--- src/rivm_pkg.sv ---
// ----------------------------------------------------------------
// constants for reset and interrupt vector address generation
// ----------------------------------------------------------------
package rivm_pkg;

	// program word address width (4k words of flash)
	localparam int ADDR_W = 12;
	// interrupt sources, vector table entries after the reset word
	localparam int NUM_IRQ = 25;
	localparam int IDX_W = 5;
	// number of system reset sources and their bit positions
	localparam int NUM_RST_SRC = 4;
	localparam int RST_SRC_PIN = 0;
	localparam int RST_SRC_POWER_ON = 1;
	localparam int RST_SRC_BROWN_OUT = 2;
	localparam int RST_SRC_WATCHDOG = 3;

	// fixed addresses of the application section table
	localparam logic [ADDR_W-1:0] RESET_VEC_ADDR = 12'h000;
	localparam logic [ADDR_W-1:0] TABLE_OFFSET = 12'h001;

	// boot reset select fuse encoding
	localparam logic FUSE_PROGRAMMED = 1'b0;
	localparam logic FUSE_UNPROGRAMMED = 1'b1;

	// vector number of the reset entry, interrupt entries follow it
	localparam logic [IDX_W-1:0] RESET_VEC_NUM = 5'h01;
	localparam logic [IDX_W-1:0] FIRST_IRQ_VEC_NUM = 5'h02;

	// request line index of each source; table address is index + 1
	localparam int IRQ_EXTERNAL_REQUEST_0 = 0;
	localparam int IRQ_EXTERNAL_REQUEST_1 = 1;
	localparam int IRQ_PIN_CHANGE_REQUEST_0 = 2;
	localparam int IRQ_PIN_CHANGE_REQUEST_1 = 3;
	localparam int IRQ_PIN_CHANGE_REQUEST_2 = 4;
	localparam int IRQ_WATCHDOG_TIMEOUT_REQUEST = 5;
	localparam int IRQ_TIMER_B8_COMPARE_A = 6;
	localparam int IRQ_TIMER_B8_COMPARE_B = 7;
	localparam int IRQ_TIMER_B8_OVERFLOW = 8;
	localparam int IRQ_TIMER_W16_CAPTURE = 9;
	localparam int IRQ_TIMER_W16_COMPARE_A = 10;
	localparam int IRQ_TIMER_W16_COMPARE_B = 11;
	localparam int IRQ_TIMER_W16_OVERFLOW = 12;
	localparam int IRQ_TIMER_A8_COMPARE_A = 13;
	localparam int IRQ_TIMER_A8_COMPARE_B = 14;
	localparam int IRQ_TIMER_A8_OVERFLOW = 15;
	localparam int IRQ_SERIAL_TRANSFER_COMPLETE = 16;
	localparam int IRQ_RX_COMPLETE = 17;
	localparam int IRQ_TX_BUFFER_EMPTY = 18;
	localparam int IRQ_TX_COMPLETE = 19;
	localparam int IRQ_CONVERSION_COMPLETE = 20;
	localparam int IRQ_DATA_NVM_READY = 21;
	localparam int IRQ_ANALOG_COMPARATOR = 22;
	localparam int IRQ_TWO_WIRE_SERIAL_EVENT = 23;
	localparam int IRQ_PROGRAM_STORE_READY = 24;

endpackage : rivm_pkg

--- src/rivm_prio_enc.sv ---
`timescale 1ns/1ns
// ----------------------------------------------------------------
// lowest-index-first priority encoder over the request lines
// ----------------------------------------------------------------
module rivm_prio_enc
(
	input wire logic [rivm_pkg::NUM_IRQ-1:0] req_in,
	output logic valid_out,
	output logic [rivm_pkg::IDX_W-1:0] idx_out
);

	// scan from the top so the lowest set line is the one kept
	always_comb
	begin
		valid_out = 1'b0;
		idx_out = '0;
		for (int i = rivm_pkg::NUM_IRQ - 1; i >= 0; i--)
		begin
			if (req_in[i])
			begin
				valid_out = 1'b1;
				idx_out = i[rivm_pkg::IDX_W-1:0];
			end
		end
	end

endmodule : rivm_prio_enc

--- src/rivm_vec_addr.sv ---
`timescale 1ns/1ns
// ----------------------------------------------------------------
// interrupt table start and vector address arithmetic
// ----------------------------------------------------------------
module rivm_vec_addr
(
	input wire logic to_boot_in,
	input wire logic [rivm_pkg::ADDR_W-1:0] boot_addr_in,
	input wire logic [rivm_pkg::IDX_W-1:0] idx_in,
	output logic [rivm_pkg::ADDR_W-1:0] table_base_out,
	output logic [rivm_pkg::ADDR_W-1:0] vec_addr_out
);

	// word address of interrupt entry idx for a given table origin
	function automatic logic [rivm_pkg::ADDR_W-1:0] entry_addr(
		input logic [rivm_pkg::ADDR_W-1:0] origin,
		input logic [rivm_pkg::IDX_W-1:0] idx
	);
		entry_addr = rivm_pkg::ADDR_W'(origin + rivm_pkg::TABLE_OFFSET
			+ rivm_pkg::ADDR_W'(idx));
	endfunction : entry_addr

	// table origin is word zero or the boot section start
	always_comb
	begin
		if (to_boot_in)
		begin
			table_base_out = entry_addr(boot_addr_in, '0);
			vec_addr_out = entry_addr(boot_addr_in, idx_in);
		end
		else
		begin
			table_base_out = entry_addr(rivm_pkg::RESET_VEC_ADDR, '0);
			vec_addr_out = entry_addr(rivm_pkg::RESET_VEC_ADDR, idx_in);
		end
	end

endmodule : rivm_vec_addr

--- src/rivm_top.sv ---
`timescale 1ns/1ns
// Notes on behaviour
// - every system reset (pin, power-on, brown-out, watchdog) restarts the core at the reset vector, word 0x000 with the fuse unprogrammed.
// - external requests 0 and 1 vector to table words 0x001 and 0x002.
// - pin change requests 0, 1 and 2 vector to 0x003, 0x004 and 0x005.
// - the watchdog time-out interrupt, not its system reset, vectors to 0x006.
// - the second 8-bit timer compare A, compare B and overflow vector to 0x007 to 0x009.
// - the 16-bit timer capture, compare A, compare B and overflow vector to 0x00a to 0x00d.
// - the first 8-bit timer compare A, compare B and overflow vector to 0x00e to 0x010.
// - the serial transfer complete event vectors to 0x011.
// - receive complete, transmit buffer empty and transmit complete vector to 0x012 to 0x014.
// - conversion done, nvm ready, comparator, two-wire and store ready go to 0x015 to 0x019.
// - with the boot reset fuse programmed, reset starts at the boot loader address.
// - with the table moved to boot, each vector is its table address plus the boot start.
// - the table starts at 0x001, or boot address plus 0x001, whatever the reset vector.
// - a fuse value of 1 is unprogrammed (reset at 0x000) and 0 is programmed (boot address).
// - vectors are fetched only when an enabled interrupt is taken, so idle table words are free.
module rivm_top
(
	input wire logic mclk_in,
	input wire logic sys_rst_in,
	// asynchronous reset causes: pin, power-on, brown-out, watchdog system reset
	input wire logic [rivm_pkg::NUM_RST_SRC-1:0] reset_source_in,
	// fuse level and boot section start, sampled while in reset
	input wire logic boot_reset_select_fuse_in,
	input wire logic [rivm_pkg::ADDR_W-1:0] boot_reset_addr_in,
	// table relocation bit of the core control register
	input wire logic vector_table_to_boot_in,
	// global interrupt enable of the core
	input wire logic irq_global_enable_in,
	// enabled peripheral request lines, held until acknowledged
	input wire logic [rivm_pkg::NUM_IRQ-1:0] irq_req_in,
	// core is at an instruction boundary and takes a pending interrupt
	input wire logic irq_take_in,
	output logic irq_pending_out,
	output logic pc_load_out,
	output logic [rivm_pkg::ADDR_W-1:0] pc_addr_out,
	output logic [rivm_pkg::IDX_W-1:0] vec_num_out,
	output logic [rivm_pkg::NUM_IRQ-1:0] irq_ack_out,
	output logic core_hold_out,
	output logic [rivm_pkg::NUM_RST_SRC-1:0] reset_cause_out,
	output logic [rivm_pkg::ADDR_W-1:0] reset_vec_out,
	output logic [rivm_pkg::ADDR_W-1:0] table_base_out
);

	// ----------------------------------------------------------------
	// state
	// ----------------------------------------------------------------

	typedef enum logic [1:0]
	{
		ST_RESET,
		ST_RESET_FETCH,
		ST_RUN
	} rivm_phase_t;

	typedef struct packed
	{
		rivm_phase_t phase;
		logic [rivm_pkg::NUM_RST_SRC-1:0] src_meta;
		logic [rivm_pkg::NUM_RST_SRC-1:0] src_sync;
		logic fuse;
		logic [rivm_pkg::ADDR_W-1:0] boot_addr;
		logic pc_load;
		logic [rivm_pkg::ADDR_W-1:0] pc_addr;
		logic [rivm_pkg::IDX_W-1:0] vec_num;
		logic [rivm_pkg::NUM_IRQ-1:0] ack;
		logic [rivm_pkg::NUM_RST_SRC-1:0] cause;
	} rivm_state_t;

	localparam rivm_state_t RESET_STATE = '{
		phase: ST_RESET,
		src_meta: '0,
		src_sync: '0,
		fuse: rivm_pkg::FUSE_UNPROGRAMMED,
		boot_addr: rivm_pkg::RESET_VEC_ADDR,
		pc_load: 1'b0,
		pc_addr: rivm_pkg::RESET_VEC_ADDR,
		vec_num: '0,
		ack: '0,
		cause: '0
	};

	rivm_state_t s_q;
	rivm_state_t s_d;

	// ----------------------------------------------------------------
	// request selection and address arithmetic
	// ----------------------------------------------------------------

	logic req_valid;
	logic [rivm_pkg::IDX_W-1:0] req_idx;
	logic [rivm_pkg::ADDR_W-1:0] irq_vec_addr;
	logic [rivm_pkg::ADDR_W-1:0] reset_addr;
	logic in_reset;
	logic accept;

	// lowest request line wins when several are pending
	rivm_prio_enc u_prio
	(
		.req_in(irq_req_in),
		.valid_out(req_valid),
		.idx_out(req_idx)
	);

	// table entry is origin plus 0x001 plus line index
	rivm_vec_addr u_addr
	(
		.to_boot_in(vector_table_to_boot_in),
		.boot_addr_in(s_q.boot_addr),
		.idx_in(req_idx),
		.table_base_out(table_base_out),
		.vec_addr_out(irq_vec_addr)
	);

	// reset vector follows only the fuse, never the table relocation bit
	always_comb
	begin
		if (s_q.fuse == rivm_pkg::FUSE_PROGRAMMED)
		begin
			reset_addr = s_q.boot_addr;
		end
		else
		begin
			reset_addr = rivm_pkg::RESET_VEC_ADDR;
		end
	end

	// any synchronised reset cause holds the block in reset
	assign in_reset = |s_q.src_sync;

	// a vector is fetched only for a taken, enabled request
	assign accept = (s_q.phase == ST_RUN) && !in_reset && irq_global_enable_in
		&& req_valid && irq_take_in && !s_q.pc_load;

	// ----------------------------------------------------------------
	// next state
	// ----------------------------------------------------------------

	// reset sequencing and interrupt acceptance
	always_comb
	begin
		s_d = s_q;
		// two-stage synchroniser for the external reset causes
		s_d.src_meta = reset_source_in;
		s_d.src_sync = s_q.src_meta;
		// load strobe and acknowledge are single-cycle pulses
		s_d.pc_load = 1'b0;
		s_d.ack = '0;
		unique case (s_q.phase)
			ST_RESET:
			begin
				// straps are sampled every cycle in reset, last value kept
				s_d.fuse = boot_reset_select_fuse_in;
				s_d.boot_addr = boot_reset_addr_in;
				if (!in_reset)
				begin
					s_d.phase = ST_RESET_FETCH;
				end
			end
			ST_RESET_FETCH:
			begin
				// first fetch after any reset goes to the reset vector
				s_d.pc_load = 1'b1;
				s_d.pc_addr = reset_addr;
				s_d.vec_num = rivm_pkg::RESET_VEC_NUM;
				s_d.phase = ST_RUN;
			end
			ST_RUN:
			begin
				if (accept)
				begin
					// load the vector and clear the chosen request
					s_d.pc_load = 1'b1;
					s_d.pc_addr = irq_vec_addr;
					s_d.vec_num = rivm_pkg::IDX_W'(req_idx
						+ rivm_pkg::FIRST_IRQ_VEC_NUM);
					s_d.ack[req_idx] = 1'b1;
				end
			end
		endcase
		// a reset cause overrides everything and is recorded
		if (in_reset)
		begin
			s_d.phase = ST_RESET;
			s_d.pc_load = 1'b0;
			s_d.ack = '0;
			s_d.cause = s_q.src_sync;
		end
	end

	// ----------------------------------------------------------------
	// registers
	// ----------------------------------------------------------------

	// single register bank, synchronous reset
	always_ff @(posedge mclk_in)
	begin
		if (sys_rst_in)
		begin
			s_q <= RESET_STATE;
		end
		else
		begin
			s_q <= s_d;
		end
	end

	// ----------------------------------------------------------------
	// outputs
	// ----------------------------------------------------------------

	// pending and table base are combinational from inputs, the rest come from flip-flops
	assign irq_pending_out = (s_q.phase == ST_RUN) && !in_reset
		&& irq_global_enable_in && req_valid && !s_q.pc_load;
	assign pc_load_out = s_q.pc_load;
	assign pc_addr_out = s_q.pc_addr;
	assign vec_num_out = s_q.vec_num;
	assign irq_ack_out = s_q.ack;
	assign core_hold_out = (s_q.phase == ST_RESET); // core stalls in ST_RESET, released one cycle before the reset vector load
	assign reset_cause_out = s_q.cause;
	assign reset_vec_out = reset_addr;

endmodule : rivm_top

--- config.mk ---
export PLATFORM = sky130hd
export DESIGN_NAME = rivm_top
export DESIGN_NICKNAME = d
export VERILOG_FILES = /design/src/rivm_pkg.sv /design/src/rivm_prio_enc.sv /design/src/rivm_vec_addr.sv /design/src/rivm_top.sv
export SDC_FILE = /design/constraint.sdc
export NUM_CORES = 1
export LEC_CHECK = 0
export BUFFER_PORTS_ARGS = -buffer_cell sky130_fd_sc_hd__buf_2
export CAP_MARGIN = 20
export CORE_MARGIN = 2
export CORE_UTILIZATION = 45
export CTS_BUF_LIST = sky130_fd_sc_hd__clkbuf_8
export CTS_CLUSTER_SIZE = 40
export DETAILED_ROUTE_END_ITERATION = 8
export PLACE_DENSITY_LB_ADDON = 0.05
export SLEW_MARGIN = 40
export SYNTH_ARGS = -nofsm -noshare
export SYNTH_HDL_FRONTEND = slang
export SYNTH_HIERARCHICAL = 1
export SYNTH_SLANG_ARGS = --single-unit
--- constraint.sdc ---
create_clock -name mclk_in -period 6.4 [get_ports mclk_in]
set_clock_uncertainty 0.2 [all_clocks]
set_input_delay 1.28 -clock mclk_in [delete_from_list [all_inputs] [get_ports mclk_in]]
set_output_delay 1.28 -clock mclk_in [all_outputs]
set_load 0.005 [all_outputs]
==> flow_summary.yaml <==
synthesis:
  ys_ff_latch: 70
  synth.cell_area_sq_um: 4230
  synthesis.area_per_instance_sq_um: 8.37
  yosysTopAreaCell: "sky130_fd_sc_hd__dfxtp_1"
  synth_commonest_cells: "sky130_fd_sc_hd__dfxtp_1 (70), sky130_fd_sc_hd__nor2_1 (70), sky130_fd_sc_hd__buf_4 (46), sky130_fd_sc_hd__nand2_1 (29)"
  yosys.area.top_type_share_pct: 33.1
  synth_cell_types: 65
  asyncSetResetFlopFracSynth_pct: 0
  synth.top_cells.by_area: "sky130_fd_sc_hd__dfxtp_1 (33%), sky130_fd_sc_hd__buf_4 (8.2%), sky130_fd_sc_hd__nor2_1 (6.2%), sky130_fd_sc_hd__nor2b_1 (3.7%), sky130_fd_sc_hd__ha_1 (3.6%)"
  synth_flop_cell: "sky130_fd_sc_hd__dfxtp_1"
  synthCells: 505
  number_of_flops_mapped_to_enable_cells_by_yosys: 0
  synthesis.yosys.warnings: 6
  mappedNetlistNets: 565
  sequential_area_share_after_synthesis_pct: 33.1
pwr:
  clock_power_share_pct: 36.3
  pwr-share-seq_pct: 47.9
  powerDensity_nw_per_um2: 209
  share_comb_of_total_power_pct: 15.9
  leakagePower_nw: 2.09
  total_switching_power_mw: 0.319
  internal_dissipation_mw: 0.673
  power.share.switching_pct: 32.1
  peakVddDrop_mv: 0.119
  post-layout-total-power_mw: 0.992
global_routing:
  globalRoute.totalOverflow: 0
  grt_max_degree: 49
  grt_pass1_vias: 3323
  groute.usage.overall_pct: 20.6
  grt_antenna_before_repair: 0
  wire_length_of_the_first_global_routing_pass_microns: 16700
die:
  die-area_sq_um: 10200
  start_util_pct: 46.0
  std_cell_rows: 35
  floorplan.io_pins: 120
  die_width_microns: 101
  floorplan.core_area_sq_um: 9200
  die_h_microns: 101
sta:
  final_hold_viol_count: 0
  max_freq_mhz: 220
  setup-tns-final_ns: 0
  report.final.setup_viol: 0
  postLayoutSetupSlackWorst_ns: 1.86
  period_needed_ns: 4.54
  layout_worst_path_cycle_share_pct: 71.0
  rsz0062_at_grt: "no"
  worst_pin_slew_ns: 0.776
  maxSlewViolCount: 0
  finalHoldWorstSlack_ns: 0.245
  relSlewSlack_pct: 48.1
worst_hold_path:
  worst_hold_path_class: "reg2reg"
  hp_start: "s_d[63]"
  hold_end: "s_q[63]"
  min_delay_path_depth: 1
job:
  drv.max_cap_violation_count: 0
final_layout:
  n_antenna_cell: 0
  final_layout_size_suffix_gt1_share_pct: 28.2
  postLayoutCoreUtil_pct: 51.7
  area_growth_syn_to_layout_pct: 12.4
  final_net_count: 629
critical_path:
  worstRegToRegCells: 12
  worst_ep_required_time_ns: 6.42
  r2r_setup_slack_ns: 2.91
  start_kind: "input pin"
  critical-path-slowest-cell: "sky130_fd_sc_hd__or3_2"
  r2r-start: "s_q[47]"
  critPathCaptureType: "flip-flop"
  cpMostUsedCell: "sky130_fd_sc_hd__o211ai_1"
  worstPathMaxFanout: 8
  cell_by_cell_trace_of_the_critical_path: "buf_2, or3_2, o211ai_1, o211ai_1, ha_1, fa_1, a21o_1, a31oi_1, nor4b_2, mux2_1, and4_1, o21ai_0, a21oi_1"
  setup.worst_path.class: "in2reg"
  cp.arrival_ns: 4.57
  critical-path-max-stage-delay_ns: 0.46
  critical_path.reg2reg.endpoint: "pc_addr_out[11]"
clock_network:
  cts_repair_resize_count: 0
  h-tree-depth: 3
  cts-buffers-inserted: 9
  tritoncts: "yes"
  clockBufferDepth: 2
  post_cts_hold_buffers: 0
  post_cts_buffers: 0
  cts.clk_slew.worst_paths_ns: 0.10
  clock-root-buffer: "sky130_fd_sc_hd__clkbuf_8"
  worstSkewPairLatency_ns: 0.36
  tritoncts_num_sinks: 70
placed_design:
  numPortBuffers: 119
  dpl.hpwl_microns: 7390
  gpl.final_weighted_congestion: 0.887
  detailedPlace.worstSlack_ns: 1.46
routing:
  detail_route.iter0.violations: 149
  route.detailed.drc: 0
  routed_via_density: 5.25
  drtPass1Iterations: 4
  drtAntennaViolNets: 0
  wire_per_inst_microns: 14.6
  routed_wirelength_microns: 10000
  vias: 3594
status:
  run_status: "finished clean"
-- layout make-up --
class / instances / area [sq um]
multi-input cells: 356 / 2350
clock inverters: 7 / 72.6
repair buffers: 124 / 636
flip-flops and latches: 70 / 1400
clock buffers: 9 / 124
fillers: 934 / 4440
well taps: 111 / 139
inverters: 8 / 30.0
-- power groups by stage --
stage	Sequential (mW)	Combinational (mW)	Clock [mW]
floorplan	0.470	0.113	0
global placement	0.485	0.153	0
detailed placement	0.485	0.155	0
CTS	0.475	0.157	0.373
global route	0.478	0.177	0.390
finish	0.475	0.157	0.360
-- worst max-delay path: cells and delay by family --
family	cells	cell delay, ns
and+or+nand+nor	3	0.71
buffers and inverters	1	0.12
muxes	1	0.32
adders and majority gates	2	0.74
AOI/OAI and AO/OA	6	1.39
-- how the worst max path moves through the flow --
stage | startpoint | cells after the start | to | slack (ns)
floorplan | irq_req_in[13] | 13 | pc_addr_out[11] | 1.38
global placement | irq_req_in[17] | 13 | pc_addr_out[10] | 1.53
detailed placement | irq_req_in[17] | 14 | pc_addr_out[6] | 1.46
CTS | irq_req_in[17] | 14 | pc_addr_out[6] | 1.83
global route | irq_req_in[7] | 12 | pc_addr_out[10] | 1.58
finish | irq_req_in[17] | 13 | pc_addr_out[10] | 1.86
-- state kept, by name, indices dropped and copies added, names as in the netlist --
signal	cells
irq_ack_out	25
s_q	19
pc_addr_out	12
vec_num_out	5
reset_cause_out	4
s_d	4
pc_load_out	1
-- per-stage QoR --
stage | std cells | instance area [sq um]
after floorplan | 505 | 4230
after global placement | 668 | 4540
after detailed placement | 668 | 4540
after CTS | 684 | 4740
after global routing | 685 | 4750
final | 685 | 4750
-- layer usage --
metal	routed length, microns	GRT usage, %	vias up
met5	0	0	-
met4	182	8.21	0
met3	602	4.23	16
met2	4270	29.9	108
met1	4950	29.7	1630
li1	-	-	1840
-- placed cells by master, fill, tap and decap left out, types with 4 or more instances in the layout --
cell and count:
sky130_fd_sc_hd__a21o_1 5, sky130_fd_sc_hd__a21oi_1 25, sky130_fd_sc_hd__a32oi_1 4, sky130_fd_sc_hd__and2_1 19, sky130_fd_sc_hd__and4_1 14, sky130_fd_sc_hd__buf_2 118, sky130_fd_sc_hd__buf_4 6, sky130_fd_sc_hd__clkbuf_8 9
sky130_fd_sc_hd__dfxtp_1 70, sky130_fd_sc_hd__ha_1 11, sky130_fd_sc_hd__inv_1 8, sky130_fd_sc_hd__mux2i_1 14, sky130_fd_sc_hd__nand2_1 29, sky130_fd_sc_hd__nand3_1 12, sky130_fd_sc_hd__nand3b_1 5, sky130_fd_sc_hd__nand4b_1 4
sky130_fd_sc_hd__nor2_1 70, sky130_fd_sc_hd__nor2b_1 25, sky130_fd_sc_hd__nor3_1 12, sky130_fd_sc_hd__nor4_1 8, sky130_fd_sc_hd__o21ai_0 16, sky130_fd_sc_hd__o21ai_1 5, sky130_fd_sc_hd__xnor2_1 14, sky130_fd_sc_hd__xor2_1 7
-- logic make-up (layout without fill, tap and decap cells) --
kind of cell    after synthesis  after routing  synth area share, %
simple gates                227            227                 30.3
buf+inv                      79            148                 11.6
compound gates               78             78                 12.5
flops                        70             70                 33.1
xor+xnor                     21             21                 4.35
mux                          17             17                 4.11
fa+ha+maj                    13             13                 4.02
No activity file was read; power rests on OpenSTA's default activity.
